===== config.mk =====
export PLATFORM = sky130hd
export DESIGN_NAME = tpg_top
export DESIGN_NICKNAME = d
export VERILOG_FILES = /design/src/include/tpg_pkg.sv /design/src/rtl/tpg_channel.sv /design/src/rtl/tpg_top.sv
export SDC_FILE = /design/constraint.sdc
export NUM_CORES = 1
export LEC_CHECK = 0
export BUFFER_PORTS_ARGS = -buffer_cell sky130_fd_sc_hd__buf_2
export CORE_MARGIN = 5
export CORE_UTILIZATION = 60
export CTS_CLUSTER_DIAMETER = 80
export DETAILED_ROUTE_END_ITERATION = 8
export GPL_ROUTABILITY_DRIVEN = 0
export PLACE_DENSITY = 0.83
export SYNTH_ARGS = -nofsm -noshare
export SYNTH_HDL_FRONTEND = slang
export SYNTH_SLANG_ARGS = --single-unit

===== constraint.sdc =====
create_clock -name i_sys_clk -period 4.93 [get_ports i_sys_clk]
set_input_delay 0.493 -clock i_sys_clk [delete_from_list [all_inputs] [get_ports i_sys_clk]]
set_output_delay 0.493 -clock i_sys_clk [all_outputs]
set_load 0.1 [all_outputs]

===== src/include/tpg_pkg.sv =====
// Constants for the dual timer/PWM generator
//
// Operation
// - Leaving 0xFF sets overflow request flag always
// - Software counter write leaving 0xFF sets flag
// - Enable with flag set requests vector 8
// - PWM counter modulus 256, 64, 32, 16
// - Select 00 gives 256, 01 gives 64
// - Select 10 gives 32, 11 gives 16
// - Output forced high at wrap to zero
// - High while count below active reference
// - Zero reference keeps output low
// - Reference writes buffered, loaded at overflow
// - Mid-period reference write affects next period
// - Counter change alters duty in the current period
// - Flag raised once per PWM period
// - PWM enable takes pin from GPIO
// - PWM and overflow request run together
// - Two identical instances, index 0 and 1
// - PWM enable bit selects PWM output
// - Run enable zero stops counting and PWM
// - Rate code 000 divide 256, 111 divide 2
package tpg_pkg;
  localparam int TPG_NUM_CH = 2;
  localparam int TPG_DATA_W = 8;
  // Bus register byte offsets, per channel stride
  localparam logic [7:0] TPG_CH_STRIDE = 8'h10;
  localparam logic [3:0] TPG_OFS_MODE = 4'h0;
  localparam logic [3:0] TPG_OFS_COUNT = 4'h4;
  localparam logic [3:0] TPG_OFS_REF = 4'h8;
  localparam logic [3:0] TPG_OFS_STAT = 4'hc;
  localparam logic [3:0] TPG_OFS_MASK = 4'hf;
  localparam logic [7:0] TPG_ADDR_MASK = 8'h1f;
  // Mode register fields
  localparam int TPG_B_PWM_EN = 0;
  localparam int TPG_B_TOGGLE = 1;
  localparam int TPG_B_RELOAD = 2;
  localparam int TPG_B_RATE_LO = 4;
  localparam int TPG_B_RUN = 7;
  localparam int TPG_B_IRQ_EN = 8;
  localparam logic [8:0] TPG_MODE_RST = 9'h000;
  // Status register fields
  localparam int TPG_B_FLAG = 0;
  localparam int TPG_B_VEC = 1;
  // Counter constants
  localparam logic [7:0] TPG_CNT_TOP = 8'hff;
  localparam logic [7:0] TPG_CNT_RST = 8'h00;
  localparam logic [7:0] TPG_MASK_256 = 8'hff;
  localparam logic [7:0] TPG_MASK_64 = 8'h3f;
  localparam logic [7:0] TPG_MASK_32 = 8'h1f;
  localparam logic [7:0] TPG_MASK_16 = 8'h0f;
  localparam logic [7:0] TPG_IRQ_VECTOR = 8'h08;
  localparam int TPG_PRE_W = 8;
endpackage


===== src/rtl/tpg_channel.sv =====
// One timer/PWM channel: prescaler, counter, compare and request flag
`timescale 1ns/1ps
module tpg_channel #(
  parameter int DATA_W = tpg_pkg::TPG_DATA_W
) (
  // Clock and reset
  input wire logic i_sys_clk,
  input wire logic i_rst,
  // Control
  input wire logic i_run,
  input wire logic i_pwm_en,
  input wire logic i_toggle_sel,
  input wire logic i_reload_sel,
  input wire logic [2:0] i_rate,
  input wire logic i_irq_en,
  // Software writes
  input wire logic i_cnt_we,
  input wire logic i_ref_we,
  input wire logic i_flag_clr,
  input wire logic [DATA_W-1:0] i_wdata,
  // State
  output logic [DATA_W-1:0] o_count,
  output logic o_flag,
  output logic o_vec_req,
  output logic o_pwm,
  output logic o_pin_oe
);
  logic [tpg_pkg::TPG_PRE_W-1:0] pre_ff;
  logic [DATA_W-1:0] cnt_ff;
  logic [DATA_W-1:0] nxt_cnt;
  logic [DATA_W-1:0] ref_buf_ff;
  logic [DATA_W-1:0] ref_act_ff;
  logic [DATA_W-1:0] reload_mask;
  logic flag_ff;
  logic vec_ff;
  logic pwm_ff;
  logic tick;
  logic wrap;
  logic leave_top;

  // Tick when the prescaler bits below the selected divider are all ones
  always_comb begin
    logic [tpg_pkg::TPG_PRE_W-1:0] sel_mask;
    sel_mask = tpg_pkg::TPG_MASK_256 >> i_rate;
    tick = i_run && ((pre_ff & sel_mask) == sel_mask);
  end

  always_ff @(posedge i_sys_clk or posedge i_rst) begin
    if (i_rst) begin
      pre_ff <= '0;
    end else if (i_run) begin
      pre_ff <= pre_ff + 1'b1;
    end else begin
      pre_ff <= '0;
    end
  end

  // Modulus from reload and toggle select when PWM is enabled
  always_comb begin
    reload_mask = tpg_pkg::TPG_MASK_256;
    if (i_pwm_en) begin
      unique case ({i_reload_sel, i_toggle_sel})
        2'b00: reload_mask = tpg_pkg::TPG_MASK_256;
        2'b01: reload_mask = tpg_pkg::TPG_MASK_64;
        2'b10: reload_mask = tpg_pkg::TPG_MASK_32;
        2'b11: reload_mask = tpg_pkg::TPG_MASK_16;
      endcase
    end
  end

  assign wrap = tick && ((cnt_ff & reload_mask) == reload_mask);

  always_comb begin
    nxt_cnt = cnt_ff;
    if (i_cnt_we) begin
      nxt_cnt = i_wdata;
    end else if (wrap) begin
      nxt_cnt = tpg_pkg::TPG_CNT_RST;
    end else if (tick) begin
      nxt_cnt = (cnt_ff + 1'b1) & reload_mask;
    end
  end

  always_ff @(posedge i_sys_clk or posedge i_rst) begin
    if (i_rst) begin
      cnt_ff <= tpg_pkg::TPG_CNT_RST;
    end else begin
      cnt_ff <= nxt_cnt;
    end
  end

  // Leaving 0xFF by count or software write raises the flag
  assign leave_top = (cnt_ff == tpg_pkg::TPG_CNT_TOP) && (nxt_cnt != tpg_pkg::TPG_CNT_TOP);

  // Set wins over clear; in PWM mode wrap is the period overflow
  always_ff @(posedge i_sys_clk or posedge i_rst) begin
    if (i_rst) begin
      flag_ff <= 1'b0;
    end else if (leave_top || (i_pwm_en && wrap)) begin
      flag_ff <= 1'b1;
    end else if (i_flag_clr) begin
      flag_ff <= 1'b0;
    end
  end

  // Vector request follows enabled flag on the next cycle
  always_ff @(posedge i_sys_clk or posedge i_rst) begin
    if (i_rst) begin
      vec_ff <= 1'b0;
    end else begin
      vec_ff <= flag_ff && i_irq_en;
    end
  end

  // Double-buffered reference
  always_ff @(posedge i_sys_clk or posedge i_rst) begin
    if (i_rst) begin
      ref_buf_ff <= tpg_pkg::TPG_CNT_RST;
    end else if (i_ref_we) begin
      ref_buf_ff <= i_wdata;
    end
  end

  always_ff @(posedge i_sys_clk or posedge i_rst) begin
    if (i_rst) begin
      ref_act_ff <= tpg_pkg::TPG_CNT_RST;
    end else if (wrap || !i_run) begin
      ref_act_ff <= ref_buf_ff;
    end
  end

  // PWM: high at wrap unless reference zero, low once count reaches reference
  always_ff @(posedge i_sys_clk or posedge i_rst) begin
    if (i_rst) begin
      pwm_ff <= 1'b0;
    end else if (!i_run || !i_pwm_en) begin
      pwm_ff <= 1'b0;
    end else if (wrap) begin
      pwm_ff <= ((ref_buf_ff & reload_mask) != tpg_pkg::TPG_CNT_RST);
    end else begin
      pwm_ff <= (nxt_cnt & reload_mask) < (ref_act_ff & reload_mask);
    end
  end

  assign o_count = cnt_ff;
  assign o_flag = flag_ff;
  assign o_vec_req = vec_ff;
  assign o_pwm = pwm_ff;
  assign o_pin_oe = i_pwm_en;
endmodule


===== src/rtl/tpg_top.sv =====
// AHB-Lite slave with two timer/PWM channels
`timescale 1ns/1ps
module tpg_top (
  // Clock and reset
  input wire logic i_sys_clk,
  input wire logic i_rst,
  // AHB-Lite slave
  input wire logic i_hsel,
  input wire logic [31:0] i_haddr,
  input wire logic [1:0] i_htrans,
  input wire logic i_hwrite,
  input wire logic [2:0] i_hsize,
  input wire logic [31:0] i_hwdata,
  input wire logic i_hready,
  output logic [31:0] o_hrdata,
  output logic o_hreadyout,
  output logic o_hresp,
  // PWM pins and GPIO takeover
  output logic [tpg_pkg::TPG_NUM_CH-1:0] o_pwm,
  output logic [tpg_pkg::TPG_NUM_CH-1:0] o_pwm_oe,
  output logic [tpg_pkg::TPG_NUM_CH-1:0] o_gpio_disable,
  // Vector request per channel
  output logic [tpg_pkg::TPG_NUM_CH-1:0] o_vec_req
);
  localparam int N = tpg_pkg::TPG_NUM_CH;
  logic wr_pend_ff;
  logic [7:0] wr_addr_ff;
  logic [31:0] rdata_ff;
  logic [8:0] mode_ff [N];
  logic [7:0] count_w [N];
  logic [N-1:0] flag_w;
  logic [N-1:0] vec_w;
  logic [N-1:0] pwm_w;
  logic [N-1:0] oe_w;
  logic take;
  logic [7:0] rd_addr;

  function automatic logic hit(input logic [7:0] a, input int ch, input logic [3:0] ofs);
    hit = (a == (8'(ch) * tpg_pkg::TPG_CH_STRIDE + {4'h0, ofs}));
  endfunction

  assign take = i_hsel && i_hready && i_htrans[1];
  // Reads decode the same folded offset as writes
  assign rd_addr = i_haddr[7:0] & tpg_pkg::TPG_ADDR_MASK;

  always_ff @(posedge i_sys_clk or posedge i_rst) begin
    if (i_rst) begin
      wr_pend_ff <= 1'b0;
      wr_addr_ff <= '0;
    end else if (i_hready) begin
      wr_pend_ff <= take && i_hwrite;
      wr_addr_ff <= i_haddr[7:0] & tpg_pkg::TPG_ADDR_MASK;
    end
  end

  genvar g;
  generate
    for (g = 0; g < N; g++) begin : g_ch
      logic cw;
      logic rw;
      logic fc;
      assign cw = wr_pend_ff && hit(wr_addr_ff, g, tpg_pkg::TPG_OFS_COUNT);
      assign rw = wr_pend_ff && hit(wr_addr_ff, g, tpg_pkg::TPG_OFS_REF);
      assign fc = wr_pend_ff && hit(wr_addr_ff, g, tpg_pkg::TPG_OFS_STAT) && i_hwdata[tpg_pkg::TPG_B_FLAG];

      always_ff @(posedge i_sys_clk or posedge i_rst) begin
        if (i_rst) begin
          mode_ff[g] <= tpg_pkg::TPG_MODE_RST;
        end else if (wr_pend_ff && hit(wr_addr_ff, g, tpg_pkg::TPG_OFS_MODE)) begin
          mode_ff[g] <= i_hwdata[8:0];
        end
      end

      tpg_channel u_ch (
        .i_sys_clk(i_sys_clk),
        .i_rst(i_rst),
        .i_run(mode_ff[g][tpg_pkg::TPG_B_RUN]),
        .i_pwm_en(mode_ff[g][tpg_pkg::TPG_B_PWM_EN]),
        .i_toggle_sel(mode_ff[g][tpg_pkg::TPG_B_TOGGLE]),
        .i_reload_sel(mode_ff[g][tpg_pkg::TPG_B_RELOAD]),
        .i_rate(mode_ff[g][tpg_pkg::TPG_B_RATE_LO +: 3]),
        .i_irq_en(mode_ff[g][tpg_pkg::TPG_B_IRQ_EN]),
        .i_cnt_we(cw),
        .i_ref_we(rw),
        .i_flag_clr(fc),
        .i_wdata(i_hwdata[7:0]),
        .o_count(count_w[g]),
        .o_flag(flag_w[g]),
        .o_vec_req(vec_w[g]),
        .o_pwm(pwm_w[g]),
        .o_pin_oe(oe_w[g])
      );
    end
  endgenerate

  // Read data registered at the address phase; reference reads as zero
  always_ff @(posedge i_sys_clk or posedge i_rst) begin
    if (i_rst) begin
      rdata_ff <= '0;
    end else if (take && !i_hwrite) begin
      rdata_ff <= '0;
      for (int c = 0; c < N; c++) begin
        if (hit(rd_addr, c, tpg_pkg::TPG_OFS_MODE)) begin
          rdata_ff <= {23'h0, mode_ff[c]};
        end else if (hit(rd_addr, c, tpg_pkg::TPG_OFS_COUNT)) begin
          rdata_ff <= {24'h0, count_w[c]};
        end else if (hit(rd_addr, c, tpg_pkg::TPG_OFS_STAT)) begin
          rdata_ff <= {30'h0, vec_w[c], flag_w[c]};
        end
      end
    end
  end

  assign o_hrdata = rdata_ff;
  assign o_hreadyout = 1'b1;
  assign o_hresp = 1'b0;
  assign o_pwm = pwm_w;
  assign o_pwm_oe = oe_w;
  assign o_gpio_disable = oe_w;
  assign o_vec_req = vec_w;
endmodule


==> run metrics, run 1 <==
status finished, final reports clean; vias in the first global route roughly 4500; diode count 0; Clock Pin Slew Worst Setup and Hold Paths ~0.09 ns; crit path capture type flip-flop; RSZ-0062 raised after global routing false; FF-to-FF Start wr_addr_ff[1]$_DFFE_PP0P_; post-DP HPWL a little under 10000 um; site row count 36; vias per cell ~6.3; Synth Flop Type dfrtp_1; die width between 100 and 150 um; share of cells above drive strength 1 between 20% and 30%; startpoint types flip-flop; CTS root buf clkbuf_8; Max VDD drop 0.000171 V; Post-Syn Instances roughly 560; fin nets about 670; register area 2580 um2; synth warn 0; CTS tree built; Avg Cell Area, Syn around 11 um2; Max Cap Viol 0; commonest non-fill, non-tap cells in the layout dfrtp_1 (103), mux2_2 (53), nand2_1 (42), buf_2 (36), conb_1 (25); Max Clk Rate approximately 250 MHz; I/O pins between 100 and 150; largest net degree at the start of global routing between 50 and 60; # DRC 0; worst min path class input pin to asynchronous set/reset pin; Non-Filler Instances a little over 700; drt first pass iters 5; post_cts resized 0; H-tree depth 3; fin crit period a little over 4 ns; Reg-to-Reg End g_ch[0].u_ch.o_pwm$_DFF_PP0_; CP peak stage delay 0.61 ns; Final Hold Vio Count 0; Rel. slew slack 37.1%; Sink Count between 100 and 150; FF-to-FF setup slack between 0.8 and 0.9 ns; via count about 4500; grt ovf 0; count of final setup violators 0; crit path cell chain or4b_4, nor2_2, nor3_1, a22o_1, a221oi_2, a21oi_1, ha_1, a21oi_1, nor2b_1, o21ai_0, or4b_1, a22o_1, a31oi_1; multi-input logic area ~3000 um2; Placed Cells 699; WL/cell 19.2 um; Setup Buffers After CTS 0; CP required between 5 and 6 ns; total track usage ~25%; Distinct cells, synth 69; IO Port Bufs 36; first-pass GRT wire length about 23000 um; setup TNS 0 ns; top-area cell type share of the netlist area a little over two fifths; Area Growth Syn to Fin 5.31%; EDFF count, synth 0; core area ~9700 um2; filler cell count between 700 and 800; kind of critical path flip-flop to flip-flop; ANT nets after route 0; latest clock arrival within the worst-skew pair between 0.3 and 0.4 ns; cell family with most CP delay simple AND/OR/NAND/NOR gates; max-slew violations 0; endpoint arrival time on the critical path around 4.3 ns; final setup skew ~0.0096 ns; Yosys reg bits between 100 and 150; drt initial violations approximately 350; FFs w/ async S/R, synth 100%; total CTS buffers 9; Seq/Total Area, Yosys around 44%; area of the mapped netlist approximately 6000 um2; Final period util approximately four fifths; commonest non-fill, non-tap cell in the layout dfrtp_1; Pwr Density 443 nW/um2; full die area between 10000 and 15000 um2; CTS max path bufs 2; Initial Util between 60% and 70%; antenna violations before repair 0; WP buf/inv 0; slew of the pin with the lowest slew margin between 0.9 and 1 ns; Final Power roughly 2.8 mW; post-synth top area cell dfrtp_1; Critical-path top delay cell or4b_4; # hold bufs at CTS 0; ranking of synthesized cells by area dfrtp_1 (44%), mux2_2 (10%), buf_4 (4.5%), ha_1 (3.8%), nand2_1 (2.7%); Pleak about 2.8 nW; final wirelength 13700 um; CP max FO 11; Reg2Reg Depth 13; Die Y ~110 um
state kept, by name, summed over array words and instances, names as in the netlist:
signal                count
mode_ff                  18
wr_addr_ff                5
g_ch.u_ch.o_vec_req       2
g_ch.u_ch.ref_buf_ff     16
g_ch.u_ch.o_flag          2
wr_pend_ff                1
g_ch.u_ch.o_count        16
o_hrdata                  9
g_ch.u_ch.o_pwm           2
g_ch.u_ch.pre_ff         16
g_ch.u_ch.ref_act_ff     16
power breakdown:
part	internal [mW]	leakage (nW)	total [mW]	switching, mW
logic	0.341	1.42	0.944	0.603
registers	1.01	1.30	1.23	0.221
clock network	0.296	0.109	0.575	0.279
synthesized netlist by cell type (12+ instances only):
cell     count
inv_1       17
ha_1        18
mux2_2      53
dfrtp_1    103
nand2_1     42
and2_1      22
a21oi_1     13
nand3_1     21
and3_1      14
nor2_1      24
a31oi_1     12
buf_4       35
o21ai_0     23
cells by family (layout without fill, tap and decap cells):
| group | after synthesis | in the layout | synth area share, % |
|---|---|---|---|
| xor gates and xnor gates | 14 | 14 | 2.08 |
| and+or+nand+nor | 180 | 180 | 16.7 |
| muxes | 60 | 60 | 12.7 |
| DFF | 103 | 103 | 43.7 |
| AOI/OAI and AO/OA | 111 | 111 | 13.9 |
| other | 2 | 25 | 0.127 |
| adders and majority gates | 19 | 19 | 3.99 |
| buffers and inverters | 68 | 69 | 6.88 |
layout make-up:
class	instances	area share [%]
repair buffers	37	3.02
clock buffers	11	2.28
well taps	133	2.68
inverters	17	1.07
clock inverters	4	1.13
multi-input cells	409	48.3
flip-flops and latches	103	41.5
worst max-delay path by stage:
stage | startpoint | endpoint | slack, ns | depth (start not counted)
global placement | wr_addr_ff[1]$_DFFE_PP0P_ | g_ch[0].u_ch.o_pwm$_DFF_PP0_ | 1.14 | 13
CTS | wr_addr_ff[1]$_DFFE_PP0P_ | g_ch[0].u_ch.o_pwm$_DFF_PP0_ | 0.99 | 13
global route | wr_addr_ff[1]$_DFFE_PP0P_ | g_ch[0].u_ch.o_pwm$_DFF_PP0_ | 0.67 | 13
detailed placement | wr_addr_ff[1]$_DFFE_PP0P_ | g_ch[0].u_ch.o_pwm$_DFF_PP0_ | 1.04 | 13
floorplan | wr_addr_ff[1]$_DFFE_PP0P_ | g_ch[0].u_ch.o_pwm$_DFF_PP0_ | 1.64 | 14
finish | wr_addr_ff[1]$_DFFE_PP0P_ | g_ch[0].u_ch.o_pwm$_DFF_PP0_ | 0.90 | 13
metal layers:
metal  global-route usage [%]  wire [um]  part of all wire [%]
met5                        0          0                     0
met4                     12.5        497                   3.6
met3                     5.15       1170                   8.5
met2                     38.9       6430                    47
met1                     31.7       5620                    41
metrics by stage:
step / hold slack [ns] / area (um2) / util [%] / setup WS, ns
after global routing: 0.261 / 6210 / 64.1 / 0.673
after global placement: 0.459 / 6000 / 61.9 / 1.14
after detailed placement: 0.473 / 6000 / 61.9 / 1.04
after floorplan: 0.445 / 5980 / - / 1.64
after CTS: 0.209 / 6210 / 64.1 / 0.987
final: 0.203 / 6210 / 64.1 / 0.898
Note: power is estimated with default switching activity, not from simulation.
==> inputs of run 2 (changes only) <==
--- a/config.mk
+++ b/config.mk
@@ -7,11 +7,11 @@
 export LEC_CHECK = 0
 export BUFFER_PORTS_ARGS = -buffer_cell sky130_fd_sc_hd__buf_2
 export CORE_MARGIN = 5
-export CORE_UTILIZATION = 60
+export CORE_UTILIZATION = 50
 export CTS_CLUSTER_DIAMETER = 80
 export DETAILED_ROUTE_END_ITERATION = 8
 export GPL_ROUTABILITY_DRIVEN = 0
-export PLACE_DENSITY = 0.83
+export PLACE_DENSITY = 0.73
 export SYNTH_ARGS = -nofsm -noshare
 export SYNTH_HDL_FRONTEND = slang
 export SYNTH_SLANG_ARGS = --single-unit
==> constraint.sdc (replaced) <==
create_clock -name i_sys_clk -period 3.35 [get_ports i_sys_clk]
set_input_delay 0.335 -clock i_sys_clk [delete_from_list [all_inputs] [get_ports i_sys_clk]]
set_output_delay 0.335 -clock i_sys_clk [all_outputs]
set_load 0.1 [all_outputs]
==> run 2 against run 1 <==
Count of clock-buffer cells in the layout shrank 2; setup slack got worse by 0.89 ns; fmax is 20% higher; combinational power grew 72%; routed wire length grew 5.6%; core utilization decreased by 6.0 points; design area rose by 7.4%; register-to-register slack got worse by 0.89 ns; clock power rose by 83%; clock skew shrank 0.0039 ns.
==> run metrics, run 2 (same netlist as run 1, synthesis figures left out) <==
startpoint types flip-flop; commonest non-fill, non-tap cells in the layout dfrtp_1 (100), mux2_2 (53), nand2_1 (41), buf_2 (36), buf_4 (36); Reg-to-Reg End g_ch[0].u_ch.o_pwm$_DFF_PP0_; vias per cell between 6 and 7; ANT nets after route 0; grt ovf 0; CTS tree built; diode count 0; commonest non-fill, non-tap cell in the layout dfrtp_1; Clock Pin Slew Worst Setup and Hold Paths approximately 0.070 ns; crit path cell chain o21a_1, o211a_1, o21ai_4, buf_4, and2b_1, o311ai_4, nor2_1, ha_1, o21ai_1, or4b_4, a22o_1, a31oi_1; final cell utilization of the core a little under 60%; Pwr Density roughly 660 nW/um2; share of cells above drive strength 1 28.6%; antenna violations before repair 0; Max Clk Rate between 200 and 300 MHz; crit path capture type flip-flop; H-tree depth 3; # DRC 0; Rel. slew slack approximately 41%; CP max FO 8; CP peak stage delay 0.48 ns; CP required approximately 3.6 ns; endpoint arrival time on the critical path between 3 and 4 ns; FF-to-FF setup slack about 0.0034 ns; cell family with most CP delay compound AO/OA/AOI/OAI gates; full die area roughly 14000 um2; max reg flops 18; Sink Count 103; Initial Util between 50 and 60%; filler cell count roughly 930; site row count 39; first-pass GRT wire length 23100 um; core area about 11000 um2; Area Growth Syn to Fin 13.1%; drt first pass iters 5; Final Hold Vio Count 0; FF-to-FF Start mode_ff[14]$_DFFE_PP0P_; Reg2Reg Depth 12; max-slew violations 0; die width around 120 um; drt initial violations 443; RSZ-0062 raised after global routing true; via count ~4600; latest clock arrival within the worst-skew pair 0.35 ns; Final period util around 100%; CTS max path bufs 2; pre-CTS setup slack -0.0595 ns; fin crit period between 3 and 4 ns; Critical-path top delay cell or4b_4; final wirelength 14500 um; Die Y about 120 um; kind of critical path flip-flop to flip-flop; worst min path class input pin to asynchronous set/reset pin; count of final setup violators 0; CTS root buf clkbuf_16; slew of the pin with the lowest slew margin 0.871 ns; WL/cell 19.0 um; WP buf/inv 1; final setup skew a little under 0.006 ns; Max Cap Viol 0; vias in the first global route between 4000 and 5000; Max VDD drop about 0.00047 V; post-DP HPWL approximately 10000 um; I/O pins 116; IO Port Bufs 36; largest net degree at the start of global routing 64; status finished, final reports clean; setup slack after layout around 0.0034 ns; largest reg by FF count mode_ff; total CTS buffers 9; fin nets ~710; total track usage about a fifth; # hold bufs at CTS 0; Pleak 3.05 nW
[run 2: changes by cell type in the layout (fill, tap and decap cells not counted), moves of 3 or more]
| cell | delta |
|---|---|
| clkbuf_8 | -10 |
| clkbuf_16 | +9 |
| clkinvlp_4 | +4 |
| dfrtp_1 | -3 |
| buf_4 | +35 |
| dfrtp_2 | +3 |
[run 2: how the worst max path moves through the flow]
stage / startpoint / endpoint / cells past startpoint
6_report: mode_ff[14]$_DFFE_PP0P_ / g_ch[0].u_ch.o_pwm$_DFF_PP0_ / 12
5_1_grt: mode_ff[14]$_DFFE_PP0P_ / g_ch[0].u_ch.o_pwm$_DFF_PP0_ / 13
4_1_cts: wr_addr_ff[3]$_DFFE_PP0P_ / g_ch[0].u_ch.o_pwm$_DFF_PP0_ / 13
3_5_place_dp: wr_addr_ff[1]$_DFFE_PP0P_ / g_ch[0].u_ch.o_pwm$_DFF_PP0_ / 13
3_3_place_gp: wr_addr_ff[1]$_DFFE_PP0P_ / g_ch[0].u_ch.o_pwm$_DFF_PP0_ / 13
2_1_floorplan: wr_addr_ff[1]$_DFFE_PP0P_ / g_ch[0].u_ch.o_pwm$_DFF_PP0_ / 14
[run 2: worst reg2reg max path, delay by kind of cell (launching register included)]
family	cells	cell delay [ns]
AO/OA/AOI/OAI	7	1.47
AND/OR/NAND/NOR	3	0.81
flip-flops	1	0.47
adder cells (fa/ha/maj)	1	0.32
buffers and inverters	1	0.19
[run 2: cell type report]
class,instances,area (um2),area share [%]
Clock buffer,9,225,3.38
Inverter,17,66.3,0.995
Clock inverter,7,73.8,1.11
Timing Repair Buffer,73,470,7.06
Tap cell,143,179,2.68
Multi-Input combinational cell,409,3070,46.1
Sequential cell,103,2580,38.7
[run 2: routing by layer]
layer  vias to the layer above  wire (um)  track usage (%)
li1                       2106          -                -
met1                      2209       6070             27.3
met2                       229       6860             32.9
met3                        34       1220             4.20
met4                         0        331             7.16
met5                         -          0                0
[run 2: report_power, final]
group	total [mW]	switching [mW]	leakage, nW	internal [mW]
Combinational	1.62	1.01	1.63	0.620
Sequential	1.75	0.253	1.29	1.50
Clock	1.05	0.470	0.134	0.579
[run 2: timing repair]
item / in CTS / in global routing
setup buffers: 3 / 2
pin swaps: 7 / 7
resized for setup: 6 / 13
endpoints found under the setup margin: 1 / 2
[run 2: through the flow]
| stage | cells | TNS (ns) | hold slack, ns | power (mW) | area, um2 |
|---|---|---|---|---|---|
| after floorplan | 580 | 0 | 0.445 | 2.91 | 5980 |
| after global placement | 740 | 0 | 0.461 | 3.25 | 6250 |
| after detailed placement | 740 | -0.0595 | 0.484 | 3.31 | 6250 |
| after CTS | 759 | 0 | 0.178 | 4.38 | 6600 |
| after global routing | 761 | -0.102 | 0.220 | 4.66 | 6670 |
| final | 761 | 0 | 0.149 | 4.42 | 6670 |
